[src/bma_pkg.sv]
// Shared constants, types and decoders for the buffer memory arbiter.
package bma_pkg;

   typedef enum logic [1:0] {
      ST_RESET  = 2'b00,
      ST_IDLE   = 2'b01,
      ST_MASTER = 2'b10,
      ST_SLAVE  = 2'b11
   } bma_state_e;

   typedef enum logic [1:0] {
      OWN_NONE   = 2'b00,
      OWN_LOCAL  = 2'b01,
      OWN_REMOTE = 2'b10,
      OWN_CPU    = 2'b11
   } bma_owner_e;

   // Burst counter and burst length field layout.
   localparam int BURST_W     = 4;
   localparam int BURST_SEL_W = 2;
   localparam logic [BURST_W-1:0] BURST_BYTES_0 = 4'h2;
   localparam logic [BURST_W-1:0] BURST_BYTES_1 = 4'h4;
   localparam logic [BURST_W-1:0] BURST_BYTES_2 = 4'h8;
   localparam logic [BURST_W-1:0] BURST_BYTES_3 = 4'hC;
   localparam logic [BURST_W-1:0] BURST_LAST    = 4'h1;

   // Ownership gap between a local burst and the next remote word.
   localparam int CLK_PERIOD_NS = 10;
   localparam int GAP_NS        = 20;
   localparam int GAP_CYCLES    = (GAP_NS + CLK_PERIOD_NS - 1) /
                                  CLK_PERIOD_NS;
   localparam int GAP_W         = 2;

   function automatic logic [BURST_W-1:0] burstBytes(
      input logic [BURST_SEL_W-1:0] sel);
      case (sel)
         2'h0:    burstBytes = BURST_BYTES_0;
         2'h1:    burstBytes = BURST_BYTES_1;
         2'h2:    burstBytes = BURST_BYTES_2;
         default: burstBytes = BURST_BYTES_3;
      endcase
   endfunction : burstBytes

endpackage : bma_pkg

[src/bma_arb_if.sv]
// Links the arbiter core with its burst counter and gap timer.
`timescale 1ns/1ps
interface bma_arb_if #(
   parameter int CW = 4,
   parameter int GW = 2
) ();
   logic          burstLoad;
   logic          burstTick;
   logic [CW-1:0] burstLen;
   logic          burstDone;
   logic          gapStart;
   logic          gapBusy;

   modport arb (output burstLoad, output burstTick, output burstLen,
                output gapStart, input burstDone, input gapBusy);
   modport ctr (input burstLoad, input burstTick, input burstLen,
                output burstDone);
   modport gap (input gapStart, output gapBusy);
endinterface : bma_arb_if

[src/bma_buffer_memory_arbiter.sv]
// Packet buffer RAM arbiter and memory bus state tracker.
// Operation
// [RQ1] Never start a host bus cycle; only answer as a slave.
// [RQ2] Memory bus is master, slave to the host CPU, or idle.
// [RQ3] After hardware reset: slave in reset state, receiver and sender off.
// [RQ4] Stop, register reset, hardware reset or FIFO/ring error reenter reset.
// [RQ5] Software sets up, then start moves reset to idle until DMA needed.
// [RQ6] A FIFO request makes the device drive the memory bus.
// [RQ7] In port mode the remote DMA also requests the memory bus.
// [RQ8] In shared mode the host CPU reaches the memory bus directly.
// [RQ9] Local bursts move exactly the programmed byte count, then release.
// [RQ10] With bytes left over, next burst waits for the FIFO threshold.
// [RQ11] Remote transfers pause while local packet DMA runs.
// [RQ12] After the local burst, remote requests again and resumes.
// [RQ13] FIFO service during a remote word is appended to it.
// [RQ14] A gap follows each local burst before any remote grant.
// [RQ15] Port mode moves host data only through the data port.
// [RQ16] Remote DMA arbitrates per word and releases after each.
// [RQ17] One grant at most; local wins a same cycle contest.
// [RQ18] Decisions are clocked; no grant while in the reset state.
`timescale 1ns/1ps
module bma_buffer_memory_arbiter #(
   parameter int GAP_CYCLES = bma_pkg::GAP_CYCLES
) (
   // Clock and reset
   input  wire logic                          sys_clk,
   input  wire logic                          reset,
   // Commands and shutdown events
   input  wire logic                          cmdStart,
   input  wire logic                          cmdStop,
   input  wire logic                          regResetPort,
   input  wire logic                          ctrlResetBit,
   input  wire logic                          fifoUnderflow,
   input  wire logic                          fifoOverflow,
   input  wire logic                          ringOverflow,
   // Configuration
   input  wire logic                          sharedMode,
   input  wire logic [bma_pkg::BURST_SEL_W-1:0] burstSel,
   // Requesters
   input  wire logic                          fifoReq,
   input  wire logic                          fifoResidual,
   input  wire logic                          fifoThreshold,
   input  wire logic                          remoteReq,
   input  wire logic                          cpuReq,
   // Memory bus
   input  wire logic                          memDone,
   output logic                               grantLocal,
   output logic                               grantRemote,
   output logic                               grantCpu,
   // Status
   output logic [1:0]                         busState,
   output logic                               rxEnable,
   output logic                               txEnable,
   output logic                               remoteHeld,
   output logic                               hostBusRequest
);
   bma_pkg::bma_state_e state_reg;
   bma_pkg::bma_state_e state_next;
   bma_pkg::bma_owner_e owner_reg;
   bma_pkg::bma_owner_e owner_next;
   logic                armed_reg;
   logic                armed_next;
   logic                held_reg;
   logic                held_next;
   logic                abortAny;
   logic                xfer;
   logic                localWant;
   logic                remoteWant;
   logic                cpuWant;
   logic                grantLocal_reg;
   logic                grantLocal_next;
   logic                grantRemote_reg;
   logic                grantRemote_next;
   logic                grantCpu_reg;
   logic                grantCpu_next;
   logic                enable_reg;
   logic                enable_next;
   logic                hostReq_reg;
   logic                hostReq_next;

   bma_arb_if #(.CW(bma_pkg::BURST_W), .GW(bma_pkg::GAP_W)) arbIf ();

   bma_burst_counter #(.CW(bma_pkg::BURST_W)) uBurst (
      .sys_clk (sys_clk),
      .reset   (reset),
      .bus     (arbIf.ctr)
   );

   bma_gap_timer #(.GW(bma_pkg::GAP_W), .GAPS(GAP_CYCLES)) uGap (
      .sys_clk (sys_clk),
      .reset   (reset),
      .bus     (arbIf.gap)
   );

   function automatic bma_pkg::bma_state_e stateFor(
      input bma_pkg::bma_owner_e own);
      case (own)
         bma_pkg::OWN_NONE:   stateFor = bma_pkg::ST_IDLE;
         bma_pkg::OWN_CPU:    stateFor = bma_pkg::ST_SLAVE;
         default:             stateFor = bma_pkg::ST_MASTER;
      endcase
   endfunction : stateFor

   // The register reset source depends on the host access mode.
   assign abortAny = cmdStop | fifoUnderflow | fifoOverflow |
                     ringOverflow | (!sharedMode & regResetPort) |
                     (sharedMode & ctrlResetBit); // see RQ4
   assign xfer       = memDone && (owner_reg != bma_pkg::OWN_NONE);
   assign localWant  = fifoReq && (armed_reg || fifoThreshold); // see RQ10
   // Remote DMA only exists in port mode, and it waits out the gap.
   assign remoteWant = !sharedMode && remoteReq &&
                       !arbIf.gapBusy; // see RQ7 see RQ14
   assign cpuWant    = sharedMode && cpuReq; // see RQ8

   assign arbIf.burstLen  = bma_pkg::burstBytes(burstSel);
   assign arbIf.burstLoad = (owner_next == bma_pkg::OWN_LOCAL) &&
                            (owner_reg != bma_pkg::OWN_LOCAL);
   assign arbIf.burstTick = xfer && (owner_reg == bma_pkg::OWN_LOCAL);
   // Aborted bursts start the gap too, so a restart cannot skip it.
   assign arbIf.gapStart  = (owner_reg == bma_pkg::OWN_LOCAL) &&
                            (owner_next != bma_pkg::OWN_LOCAL); // see RQ14

   always_comb begin
      state_next = state_reg;
      owner_next = owner_reg;
      armed_next = armed_reg | fifoThreshold;
      if (abortAny) begin
         state_next = bma_pkg::ST_RESET; // see RQ4
         owner_next = bma_pkg::OWN_NONE;
         armed_next = 1'b1;
      end else begin
         case (state_reg)
            bma_pkg::ST_RESET: begin
               if (cmdStart) begin
                  state_next = bma_pkg::ST_IDLE; // see RQ5
               end
            end
            default: begin
               case (owner_reg)
                  bma_pkg::OWN_NONE: begin
                     // Fixed priority: local, then remote, then CPU.
                     if (localWant) begin
                        owner_next = bma_pkg::OWN_LOCAL; // see RQ6 see RQ17
                     end else if (remoteWant) begin
                        owner_next = bma_pkg::OWN_REMOTE; // see RQ12
                     end else if (cpuWant) begin
                        owner_next = bma_pkg::OWN_CPU;
                     end
                  end
                  bma_pkg::OWN_LOCAL: begin
                     if (arbIf.burstDone) begin
                        owner_next = bma_pkg::OWN_NONE; // see RQ9
                        if (fifoResidual && !fifoThreshold) begin
                           armed_next = 1'b0; // see RQ10
                        end
                     end
                  end
                  bma_pkg::OWN_REMOTE: begin
                     if (xfer) begin
                        // A waiting FIFO takes the bus without release.
                        owner_next = localWant ? bma_pkg::OWN_LOCAL
                                               : bma_pkg::OWN_NONE;
                     end // see RQ13 see RQ16
                  end
                  default: begin
                     if (xfer) begin
                        owner_next = bma_pkg::OWN_NONE;
                     end
                  end
               endcase
               state_next = stateFor(owner_next); // see RQ2
            end
         endcase
      end
      held_next = !sharedMode && remoteReq &&
                  (owner_next == bma_pkg::OWN_LOCAL); // see RQ11
      // Grants load from the next owner, so they never lag the owner.
      grantLocal_next  = (owner_next == bma_pkg::OWN_LOCAL);
      grantRemote_next = (owner_next == bma_pkg::OWN_REMOTE); // see RQ15
      grantCpu_next    = (owner_next == bma_pkg::OWN_CPU);
      enable_next      = (state_next != bma_pkg::ST_RESET); // see RQ3
      hostReq_next     = 1'b0; // see RQ1
   end

   always_ff @(posedge sys_clk) begin
      if (reset) begin
         state_reg <= bma_pkg::ST_RESET; // see RQ3
         owner_reg <= bma_pkg::OWN_NONE; // see RQ18
         armed_reg <= 1'b1;
         held_reg  <= 1'b0;
         grantLocal_reg  <= 1'b0;
         grantRemote_reg <= 1'b0;
         grantCpu_reg    <= 1'b0;
         enable_reg      <= 1'b0;
         hostReq_reg     <= 1'b0;
      end else begin
         state_reg <= state_next;
         owner_reg <= owner_next;
         armed_reg <= armed_next;
         held_reg  <= held_next;
         grantLocal_reg  <= grantLocal_next;
         grantRemote_reg <= grantRemote_next;
         grantCpu_reg    <= grantCpu_next;
         enable_reg      <= enable_next;
         hostReq_reg     <= hostReq_next;
      end
   end

   // Each output comes straight from a flip-flop (rxEnable and txEnable share enable_reg), so no decode glitch escapes.
   assign grantLocal     = grantLocal_reg;
   // Remote grant is the only path from RAM to the host data port.
   assign grantRemote    = grantRemote_reg; // see RQ15
   assign grantCpu       = grantCpu_reg;
   assign busState       = state_reg;
   assign rxEnable       = enable_reg; // see RQ3
   assign txEnable       = enable_reg;
   assign remoteHeld     = held_reg;
   assign hostBusRequest = hostReq_reg; // see RQ1
endmodule : bma_buffer_memory_arbiter

[src/bma_burst_counter.sv]
// Counts the bytes of one local DMA burst down to its last byte.
`timescale 1ns/1ps
module bma_burst_counter #(
   parameter int CW = bma_pkg::BURST_W
) (
   // Clock and reset
   input wire logic sys_clk,
   input wire logic reset,
   // Arbiter link
   bma_arb_if.ctr   bus
);
   logic [CW-1:0] left_reg;
   logic [CW-1:0] left_next;

   if (CW < bma_pkg::BURST_W) begin : g_chk
      $error("Burst counter too narrow for the longest burst.");
   end

   assign bus.burstDone = bus.burstTick &&
                          (left_reg == CW'(bma_pkg::BURST_LAST));

   always_comb begin
      left_next = left_reg;
      if (bus.burstLoad) begin
         left_next = bus.burstLen;
      end else if (bus.burstTick && left_reg != '0) begin
         left_next = left_reg - CW'(1);
      end
   end

   always_ff @(posedge sys_clk) begin
      if (reset) begin
         left_reg <= '0;
      end else begin
         left_reg <= left_next;
      end
   end
endmodule : bma_burst_counter

[src/bma_gap_timer.sv]
// Holds off remote grants for a fixed gap after a local burst.
`timescale 1ns/1ps
module bma_gap_timer #(
   parameter int GW   = bma_pkg::GAP_W,
   parameter int GAPS = bma_pkg::GAP_CYCLES
) (
   // Clock and reset
   input wire logic sys_clk,
   input wire logic reset,
   // Arbiter link
   bma_arb_if.gap   bus
);
   logic [GW-1:0] cnt_reg;
   logic [GW-1:0] cnt_next;

   if (GAPS < 1 || GAPS >= (1 << GW)) begin : g_chk
      $error("Gap length does not fit the gap counter.");
   end

   assign bus.gapBusy = (cnt_reg != '0);

   always_comb begin
      cnt_next = cnt_reg;
      if (bus.gapStart) begin
         cnt_next = GW'(GAPS);
      end else if (cnt_reg != '0) begin
         cnt_next = cnt_reg - GW'(1);
      end
   end

   always_ff @(posedge sys_clk) begin
      if (reset) begin
         cnt_reg <= '0;
      end else begin
         cnt_reg <= cnt_next;
      end
   end
endmodule : bma_gap_timer

[config.mk]
export PLATFORM = sky130hd
export DESIGN_NAME = bma_buffer_memory_arbiter
export DESIGN_NICKNAME = d
export VERILOG_FILES = /design/src/bma_pkg.sv /design/src/bma_arb_if.sv /design/src/bma_buffer_memory_arbiter.sv /design/src/bma_burst_counter.sv /design/src/bma_gap_timer.sv
export SDC_FILE = /design/constraint.sdc
export NUM_CORES = 1
export LEC_CHECK = 0
export BUFFER_PORTS_ARGS = -buffer_cell sky130_fd_sc_hd__buf_2
export CAP_MARGIN = 10
export CORE_UTILIZATION = 45
export CTS_CLUSTER_SIZE = 40
export DETAILED_ROUTE_END_ITERATION = 8
export PLACE_DENSITY_LB_ADDON = 0.25
export SYNTH_ARGS = -nofsm -noshare
export SYNTH_HDL_FRONTEND = slang
export SYNTH_SLANG_ARGS = --single-unit
export TNS_END_PERCENT = 20
[constraint.sdc]
create_clock -name sys_clk -period 4.2 [get_ports sys_clk]
set_clock_uncertainty 0.1 [all_clocks]
set_input_delay 0.63 -clock sys_clk [delete_from_list [all_inputs] [get_ports sys_clk]]
set_output_delay 0.63 -clock sys_clk [all_outputs]
set_load 0.01 [all_outputs]
==> impl_metrics.json, run 1 <==
{
  "status": "finished clean",
  "slew_violations": 0,
  "post_cts_buffers": 0,
  "arrival_ns": 2.29,
  "seq_area_frac_synth": 0.3652,
  "grt_pass1_vias": 690,
  "cts.path.max_buffers": 2,
  "antenna_found_initial": 0,
  "power.density_nw_per_um2": 267.4,
  "path_max_fanout": 7,
  "switching_power_w": 0.00006019,
  "ctsRootBufferMaster": "clkbuf_4",
  "synth_xor_area_frac": 0.009986,
  "synth_top_family_by_area": "simple AND/OR/NAND/NOR gates",
  "r2r_end": "uBurst.left_reg[2]",
  "critPathLaunchType": "primary input",
  "finalSetupTns_ns": 0,
  "synth_adder_area_share": 0.04280,
  "synth_edf_count": 0,
  "setup_viol": 0,
  "grt-ovfl-total": 0,
  "cp.required_ns": 4.33,
  "ys_types": 36,
  "pwr-share-comb": 0.078,
  "synthSimpleGateAreaFrac": 0.2896,
  "insertion_delay_ns": 0.29,
  "r2r_slack_ns": 2.06,
  "crit_start": "fifoThreshold",
  "maxCapViolCount": 0,
  "ir_worst_vdd_uv": 275.1,
  "syn_avg_cell_area_sq_um": 8.353,
  "synth_mux_area_frac": 0.01141,
  "internal_power_w": 0.0002151,
  "diodes": 0,
  "clkSinkCount": 16,
  "period_needed_ns": 2.164,
  "first_iter_violations": 23,
  "holdBufCountCts": 0,
  "wl_microns": 1709,
  "first_pass_iters": 4,
  "dpl_worst_slack_ns": 1.729,
  "fmaxAchievable_mhz": 462.2,
  "critPathCapture": "uBurst.left_reg[2]",
  "tightest_slew_ns": 0.6051,
  "dieArea_sq_um": 2130,
  "r2r_cells": 6,
  "io_buffers": 25,
  "p_clk_frac": 0.371,
  "num_vias": 799,
  "rows": 15,
  "grt_pass1_wl_microns": 2711,
  "finalHoldViolCount": 0,
  "seqCellArea_sq_um": 320.3,
  "io_pins": 27,
  "cts_resized": 0,
  "multiInputGateArea_sq_um": 494.2,
  "worstSetupPathType": "in2reg",
  "min_path_type": "reg2reg",
  "cts_made_buffers": 3,
  "syn_inst": 105,
  "place_hpwl_microns": 1374,
  "syn_nets": 126,
  "swShare": 0.2186,
  "seq_power_share": 0.551,
  "layout_setup_ws_ns": 2.036,
  "vias_per_cell": 5.155,
  "fill_cells": 170,
  "min_period_over_period": 0.5152,
  "syn_area_sq_um": 877.1,
  "die_width_microns": 46.15,
  "htreeDepth": 1,
  "rsz0062_at_grt": "no",
  "async_reset_ff_frac": 0,
  "clk_pin_slew_ns": 0.10,
  "wl_per_cell_microns": 11.03,
  "endpoint_kind": "register",
  "place_congestion": 0.8290,
  "die_h_microns": 46.15,
  "dp.cells": 151,
  "ys_warn_count": 0,
  "synthFlopType": "dfxtp_1",
  "core_area_sq_um": 1783,
  "leakagePower_nw": 0.4365,
  "grt_max_degree": 11,
  "relSlewSlack": 0.5966,
  "postRouteAntennaNets": 0,
  "drc_errors": 0,
  "synth_seq_cells": 16,
  "drive_above_1_share": 0.3231,
  "nNetsFinal": 152,
  "cts_tree": "built",
  "track_usage": 0.1919,
  "stdcell_count": 155,
  "largest_register_ffs": 4,
  "synth_compound_area_frac": 0.2054,
  "synthToLayoutAreaGrowth_pct": 17.40,
  "finalPower_w": 0.0002753,
  "start_util": 0.4919,
  "regToRegStartpoint": "uBurst.left_reg[0]"
}
-- kinds of logic after synthesis --
| kind of cell | count (synthesis) |
|---|---|
| simple gates | 48 |
| xor+xnor | 1 |
| mux | 1 |
| fa+ha+maj | 3 |
| other cells | 1 |
| compound gates | 25 |
| buf+inv | 10 |
| flops | 16 |
-- layer usage --
layer / routed length, microns / global-route usage / vias up
met3: 103 / 0.07843 / 4
met2: 778 / 0.3014 / 24
met1: 785 / 0.2167 / 357
met5: 0 / 0 / -
li1: - / - / 414
met4: 42 / 0.1118 / 0
-- worst max-delay path, stage by stage --
cell and delay (ns):
buf_2 0.11, o21ai_2 0.18, a21oi_2 0.08, a222oi_1 0.57, a21oi_2 0.20, or3b_1 0.38
a31oi_1 0.15
-- cells in the mapped netlist (2+ instances only) --
cell type | number | share of area
nor4_1 | 2 | 0.014
o21ai_0 | 6 | 0.034
inv_1 | 6 | 0.026
ha_1 | 3 | 0.043
a21oi_2 | 2 | 0.020
nor4b_1 | 2 | 0.020
buf_4 | 2 | 0.017
or2_2 | 2 | 0.014
or2b_2 | 2 | 0.020
nand2_1 | 8 | 0.034
a31oi_1 | 2 | 0.014
a21oi_1 | 6 | 0.034
and2b_2 | 2 | 0.020
nor2_1 | 15 | 0.064
nand3_1 | 3 | 0.017
nand2b_1 | 4 | 0.029
nor3_1 | 3 | 0.017
dfxtp_1 | 16 | 0.37
a211o_2 | 2 | 0.023
-- how the worst min path moves through the flow --
stage	end	slack (ns)	depth (start not counted)	start
after global routing	uGap.cnt_reg[0]	0.40	2	uGap.cnt_reg[1]
after CTS	uGap.cnt_reg[0]	0.37	2	uGap.cnt_reg[1]
after global placement	uGap.cnt_reg[0]	0.34	2	uGap.cnt_reg[1]
after floorplan	uGap.cnt_reg[0]	0.33	2	uGap.cnt_reg[1]
after detailed placement	uGap.cnt_reg[0]	0.36	2	uGap.cnt_reg[1]
final	uGap.cnt_reg[0]	0.37	2	uGap.cnt_reg[1]
-- area by class of cell --
cell class,instances,area share
Inverter,6,0.02187
Multi-Input combinational cell,79,0.4800
Timing Repair Buffer,25,0.1215
Sequential cell,16,0.3111
Tap cell,25,0.03038
Clock buffer,4,0.03524
-- layout by cell type, fill, tap and decap left out, types with 2 or more instances in the layout --
master / count
a211o_2: 2
a21oi_1: 6
a21oi_2: 2
a31oi_1: 2
and2b_2: 2
buf_2: 25
clkbuf_4: 3
dfxtp_1: 16
ha_1: 3
inv_1: 6
nand2_1: 8
nand2b_1: 4
nand3_1: 3
nor2_1: 15
nor3_1: 3
nor4_1: 2
nor4b_1: 2
o21ai_0: 6
or2_2: 2
or2b_2: 2
-- power groups by stage --
stage | combinational, W | sequential (W) | clock, W
after detailed placement | 0.0000214 | 0.000155 | 0
after floorplan | 0.0000121 | 0.000155 | 0
after CTS | 0.0000215 | 0.000152 | 0.000106
final | 0.0000215 | 0.000152 | 0.000102
after global routing | 0.0000239 | 0.000152 | 0.000112
after global placement | 0.0000211 | 0.000155 | 0
-- metrics by stage --
stage	hold slack, ns	utilization	area (sq um)
floorplan	0.3258	-	877.1
global placement	0.3383	0.5572	993.5
detailed placement	0.3603	0.5572	993.5
CTS	0.3748	0.5775	1030
global route	0.4048	0.5775	1030
finish	0.3735	0.5775	1030
Note: power is estimated with default switching activity, not from simulation.
==> run 2, diff against run 1 <==
--- a/config.mk
+++ b/config.mk
@@ -7,7 +7,7 @@
 export LEC_CHECK = 0
 export BUFFER_PORTS_ARGS = -buffer_cell sky130_fd_sc_hd__buf_2
 export CAP_MARGIN = 10
-export CORE_UTILIZATION = 45
+export CORE_UTILIZATION = 44
 export CTS_CLUSTER_SIZE = 40
 export DETAILED_ROUTE_END_ITERATION = 8
 export PLACE_DENSITY_LB_ADDON = 0.25
==> constraint.sdc (replaced) <==
create_clock -name sys_clk -period 1.95 [get_ports sys_clk]
set_clock_uncertainty 0.1 [all_clocks]
set_input_delay 0.2925 -clock sys_clk [delete_from_list [all_inputs] [get_ports sys_clk]]
set_output_delay 0.2925 -clock sys_clk [all_outputs]
set_load 0.01 [all_outputs]
==> run 2 against run 1 <==
Against the previous run: non-clock buffer count rose by 8; count of clock-buffer cells in the layout did not move; sequential power rose by 120%; combinational power rose by 130%; sequential share of layout area fell by 2.1 points; utilization rose by 3.7 points; wire length rose by 11%; sequential cell count did not move; first-iteration DRC count rose by 4.3%; largest power group unchanged; cell count rose by 5.2%; via count rose by 5.4%; largest cell class unchanged.
==> impl_metrics.json, run 2 (synthesis results as in run 1) <==
{
  "slowest_delay_ns": 0.46,
  "setup_viol": 0,
  "final_cell_area_sq_um": 1107,
  "finalPower_w": 0.0005983,
  "cp.required_ns": 2.05,
  "final_cell_mix": "buf_2 (25), nor2_1 (15), dfxtp_1 (15)",
  "clkSinkCount": 16,
  "insertion_delay_ns": 0.29,
  "utilization": 0.6146,
  "io_buffers": 25,
  "grt_pass1_vias": 727,
  "fmaxAchievable_mhz": 541.9,
  "ctsRootBufferMaster": "clkbuf_4",
  "grt_max_degree": 11,
  "hold_end": "armed_reg",
  "num_vias": 842,
  "htreeDepth": 1,
  "io_pins": 27,
  "grt-ovfl-total": 0,
  "crit_start": "owner_reg[0]",
  "die_h_microns": 46.65,
  "mostFrequentLayoutCell": "buf_2",
  "power.density_nw_per_um2": 540.3,
  "ir_worst_vdd_uv": 487.8,
  "postRouteAntennaNets": 0,
  "synthToLayoutAreaGrowth_pct": 26.25,
  "r2r_slack_ns": 0.10,
  "r2r_cells": 7,
  "rows": 15,
  "min_from": "fifoThreshold",
  "slowest_stage": "dfxtp_1",
  "track_usage": 0.1962,
  "fill_cells": 182,
  "start_util": 0.4868,
  "grt_busiest_layer": "met2",
  "dpl-instance-area_sq_um": 1039,
  "path_max_fanout": 7,
  "grtUsageMet2": 0.3028,
  "worstSetupPathType": "reg2reg",
  "regToRegStartpoint": "owner_reg[0]",
  "largest_register_ffs": 4,
  "core_area_sq_um": 1802,
  "clk_pin_slew_ns": 0.09,
  "r2r_end": "remoteHeld",
  "place_hpwl_microns": 1433,
  "finalHoldViolCount": 0,
  "grt_pass1_wl_microns": 2994,
  "wl_per_cell_microns": 11.59,
  "cts_made_buffers": 3,
  "finalSetupTns_ns": 0,
  "vias_per_cell": 5.166,
  "grtUsageMet1": 0.2547,
  "multiInputGateArea_sq_um": 510.5,
  "arrival_ns": 1.95,
  "endpoint_kind": "register",
  "slew_violations": 0,
  "cp_common_cell": "buf_4",
  "antenna_found_initial": 0,
  "min_path_type": "in2reg",
  "status": "finished clean",
  "grt_use_met3": 0.04314,
  "cts.path.max_buffers": 2,
  "seqCellArea_sq_um": 321.6,
  "drive_above_1_share": 0.3913,
  "leakagePower_nw": 0.4815,
  "dp.cells": 157,
  "die_width_microns": 46.65,
  "wl_microns": 1889,
  "place_congestion": 0.8225,
  "diodes": 0,
  "drc_errors": 0,
  "cts_tree": "built",
  "period_needed_ns": 1.845,
  "nNetsFinal": 160,
  "dieArea_sq_um": 2176,
  "hold_path_depth": 3,
  "first_iter_violations": 24,
  "maxCapViolCount": 0,
  "cp_cell_sequence": "inv_1 -> nor2_1 -> a222oi_1 -> buf_4 -> buf_4 -> a211o_2 -> nor4b_1",
  "critPathLaunchType": "register",
  "stdcell_count": 163,
  "first_pass_iters": 4,
  "min_period_over_period": 0.9463
}
run 2: cell types whose count changed in the layout (fill, tap and decap cells not counted), sizes merged:
cell  previous run  this run
buf             25        33
run 2: worst max path at each step:
stage                               to  depth (start not counted)  slack, ns
finish                      remoteHeld                          7       0.10
global route                remoteHeld                          8     -0.001
CTS                 uBurst.left_reg[2]                          7       0.03
detailed placement  uBurst.left_reg[2]                          7      -0.03
global placement    uBurst.left_reg[2]                          7      0.006
floorplan           uBurst.left_reg[2]                          6       0.03
run 2: power breakdown:
| group | leakage (nW) | internal (W) | switching [W] |
|---|---|---|---|
| Clock | 0.0210 | 0.000114 | 0.000107 |
| Combinational | 0.331 | 0.0000241 | 0.0000261 |
| Sequential | 0.129 | 0.000327 | 0.000000151 |
run 2: what timing repair did:
| action | 4_1_cts | 5_1_grt |
|---|---|---|
| setup endpoints to repair | 0 | 6 |
| hold buffers | 0 | 0 |
| gates resized for setup | 0 | 5 |
| buffers inserted | 0 | 2 |
run 2: routing by layer:
layer  routed length (microns)  part of all wire
met1                       860              0.46
met2                       878              0.46
met3                       111             0.059
met4                        39             0.021
met5                         0                 0
run 2: area by class of cell:
class / count / area share
flip-flops and latches: 16 / 0.2904
repair buffers: 33 / 0.1672
clock buffers: 4 / 0.03277
inverters: 6 / 0.02034
well taps: 25 / 0.02825
multi-input cells: 79 / 0.4610
run 2: per-stage QoR:
step                      hold WS [ns]  setup slack (ns)
after floorplan                 0.2692           0.02822
after global placement          0.3432          0.006377
after detailed placement        0.3484          -0.02616
after CTS                       0.1154           0.03238
after global routing            0.1345         -0.001353
final                           0.1151            0.1047
run 2: critical path: cells and delay by family, from the launching register on:
| family | cells | cell delay, ns |
|---|---|---|
| AOI/OAI and AO/OA | 2 | 0.45 |
| buffers and inverters | 3 | 0.38 |
| DFF | 1 | 0.46 |
| and+or+nand+nor | 2 | 0.38 |
==> run 3, diff against run 2 <==
--- a/config.mk
+++ b/config.mk
@@ -5,9 +5,10 @@
 export SDC_FILE = /design/constraint.sdc
 export NUM_CORES = 1
 export LEC_CHECK = 0
-export BUFFER_PORTS_ARGS = -buffer_cell sky130_fd_sc_hd__buf_2
+export BUFFER_PORTS_ARGS = -buffer_cell sky130_fd_sc_hd__buf_4
 export CAP_MARGIN = 10
-export CORE_UTILIZATION = 44
+export CORE_UTILIZATION = 45
+export CTS_BUF_LIST = sky130_fd_sc_hd__clkbuf_8
 export CTS_CLUSTER_SIZE = 40
 export DETAILED_ROUTE_END_ITERATION = 8
 export PLACE_DENSITY_LB_ADDON = 0.25
==> run 3 against run 2 <==
Against the previous run: the flow now finishes with violations (setup timing); clock power grew 32%; total power grew 13%; utilization grew 4.0 points; cell count shrank 1.2%.
==> impl_metrics.json, run 3 (synthesis results as in run 1) <==
{
  "num_vias": 853,
  "grt_max_degree": 11,
  "leakagePower_nw": 0.4907,
  "synthToLayoutAreaGrowth_pct": 33.10,
  "multiInputGateArea_sq_um": 505.5,
  "rows": 15,
  "cts_made_buffers": 3,
  "ir_worst_vdd_uv": 542.5,
  "stdcell_count": 161,
  "path_max_fanout": 4,
  "layout_setup_ws_ns": -0.02437,
  "mostFrequentLayoutCell": "buf_4",
  "cp.required_ns": 2.03,
  "final_cell_mix": "buf_4 (31), dfxtp_1 (16), nor2_1 (15)",
  "diodes": 0,
  "grt_pass1_wl_microns": 3077,
  "cts.path.max_buffers": 2,
  "finalHoldViolCount": 0,
  "clk_pin_slew_ns": 0.07,
  "largest_register_ffs": 4,
  "die_h_microns": 46.15,
  "drc_errors": 0,
  "status": "finished, violations left",
  "clkSinkCount": 16,
  "seqCellArea_sq_um": 320.3,
  "power.density_nw_per_um2": 579.1,
  "wl_microns": 1964,
  "r2r_cells": 6,
  "grt-ovfl-total": 0,
  "violations": "setup timing",
  "first_iter_violations": 20,
  "io_pins": 27,
  "start_util": 0.4919,
  "regToRegStartpoint": "armed_reg",
  "dp.cells": 156,
  "min_path_type": "in2reg",
  "maxCapViolCount": 0,
  "setup_viol": 1,
  "min_from": "fifoThreshold",
  "period_needed_ns": 1.974,
  "drive_above_1_share": 0.3676,
  "fill_cells": 165,
  "die_width_microns": 46.15,
  "antenna_found_initial": 0,
  "finalSetupTns_ns": -0.02437,
  "track_usage": 0.2076,
  "insertion_delay_ns": 0.25,
  "place_congestion": 0.8718,
  "rsz0062_at_grt": "yes",
  "io_buffers": 25,
  "core_area_sq_um": 1783,
  "vias_per_cell": 5.298,
  "arrival_ns": 2.05,
  "crit_start": "armed_reg",
  "postRouteAntennaNets": 0,
  "fmaxAchievable_mhz": 506.5,
  "grt_pass1_vias": 716,
  "endpoint_kind": "register",
  "cts_tree": "built",
  "ctsRootBufferMaster": "clkbuf_8",
  "worstSetupPathType": "reg2reg",
  "place_hpwl_microns": 1469,
  "nNetsFinal": 158,
  "min_period_over_period": 1.012,
  "wl_per_cell_microns": 12.20,
  "htreeDepth": 1,
  "hold_path_depth": 3,
  "dieArea_sq_um": 2130,
  "first_pass_iters": 4,
  "critPathLaunchType": "register",
  "slew_violations": 0
}
## run 3: cell types whose count changed in the layout (fill, tap and decap cells not counted), sizes merged
cell,change
buf,-2
## run 3: area by class of cell
cell class,instances,share of cell area
multi-input cells,79,0.4330
flip-flops and latches,16,0.2744
repair buffers,31,0.1994
clock buffers,4,0.04716
well taps,25,0.02680
inverters,6,0.01929
## run 3: timing repair
item                                   CTS  global route
setup endpoints to repair                3             4
setup buffers                            1             0
pin swaps                                3             1
hold buffers                             0             0
gates resized for setup                  1             1
endpoints found under the hold margin    0             0
cloned                                   0             0
## run 3: metrics by stage
stage	power [W]	cell area (sq um)	util	hold WS [ns]	setup WS [ns]
4_1_cts	0.0006802	1161	0.6512	0.1504	-0.02981
3_3_place_gp	0.0003898	1094	0.6133	0.3403	-0.003890
5_1_grt	0.0007006	1167	0.6547	0.1498	-0.1215
2_1_floorplan	0.0003607	877.1	-	0.2692	0.02822
6_report	0.0006760	1167	0.6547	0.1467	-0.02437
3_5_place_dp	0.0003914	1094	0.6133	0.3462	-0.03679
## run 3: power by group
part / internal (W) / switching (W) / leakage, nW / total (W)
registers: 0.000327 / 0.000000154 / 0.129 / 0.000327
clock network: 0.000179 / 0.000112 / 0.0288 / 0.000291
logic: 0.0000327 / 0.0000248 / 0.333 / 0.0000576
total: 0.000539 / 0.000137 / 0.491 / 0.000676
## run 3: worst max-delay path: stages (launching register included)
cell,delay [ns]
dfxtp_1,0.32
o21ai_2,0.19
a21oi_2,0.09
a222oi_1,0.49
a21oi_2,0.15
or3b_1,0.38
a31oi_1,0.18
## run 3: worst paths after layout
check	end	slack [ns]
worst max-delay path	uBurst.left_reg[2]	-0.02
worst min-delay path	armed_reg	0.15
worst max register to register	uBurst.left_reg[2]	-0.02
worst min register to register	uGap.cnt_reg[0]	0.35
## run 3: metal layers
layer | wire length [microns] | share of wire | GRT usage | vias up
met4 | 43 | 0.022 | 0.1059 | 0
met3 | 86 | 0.044 | 0.04314 | 7
met1 | 911 | 0.46 | 0.2703 | 396
met2 | 923 | 0.47 | 0.3211 | 27
li1 | - | - | - | 423
met5 | 0 | 0 | 0 | -
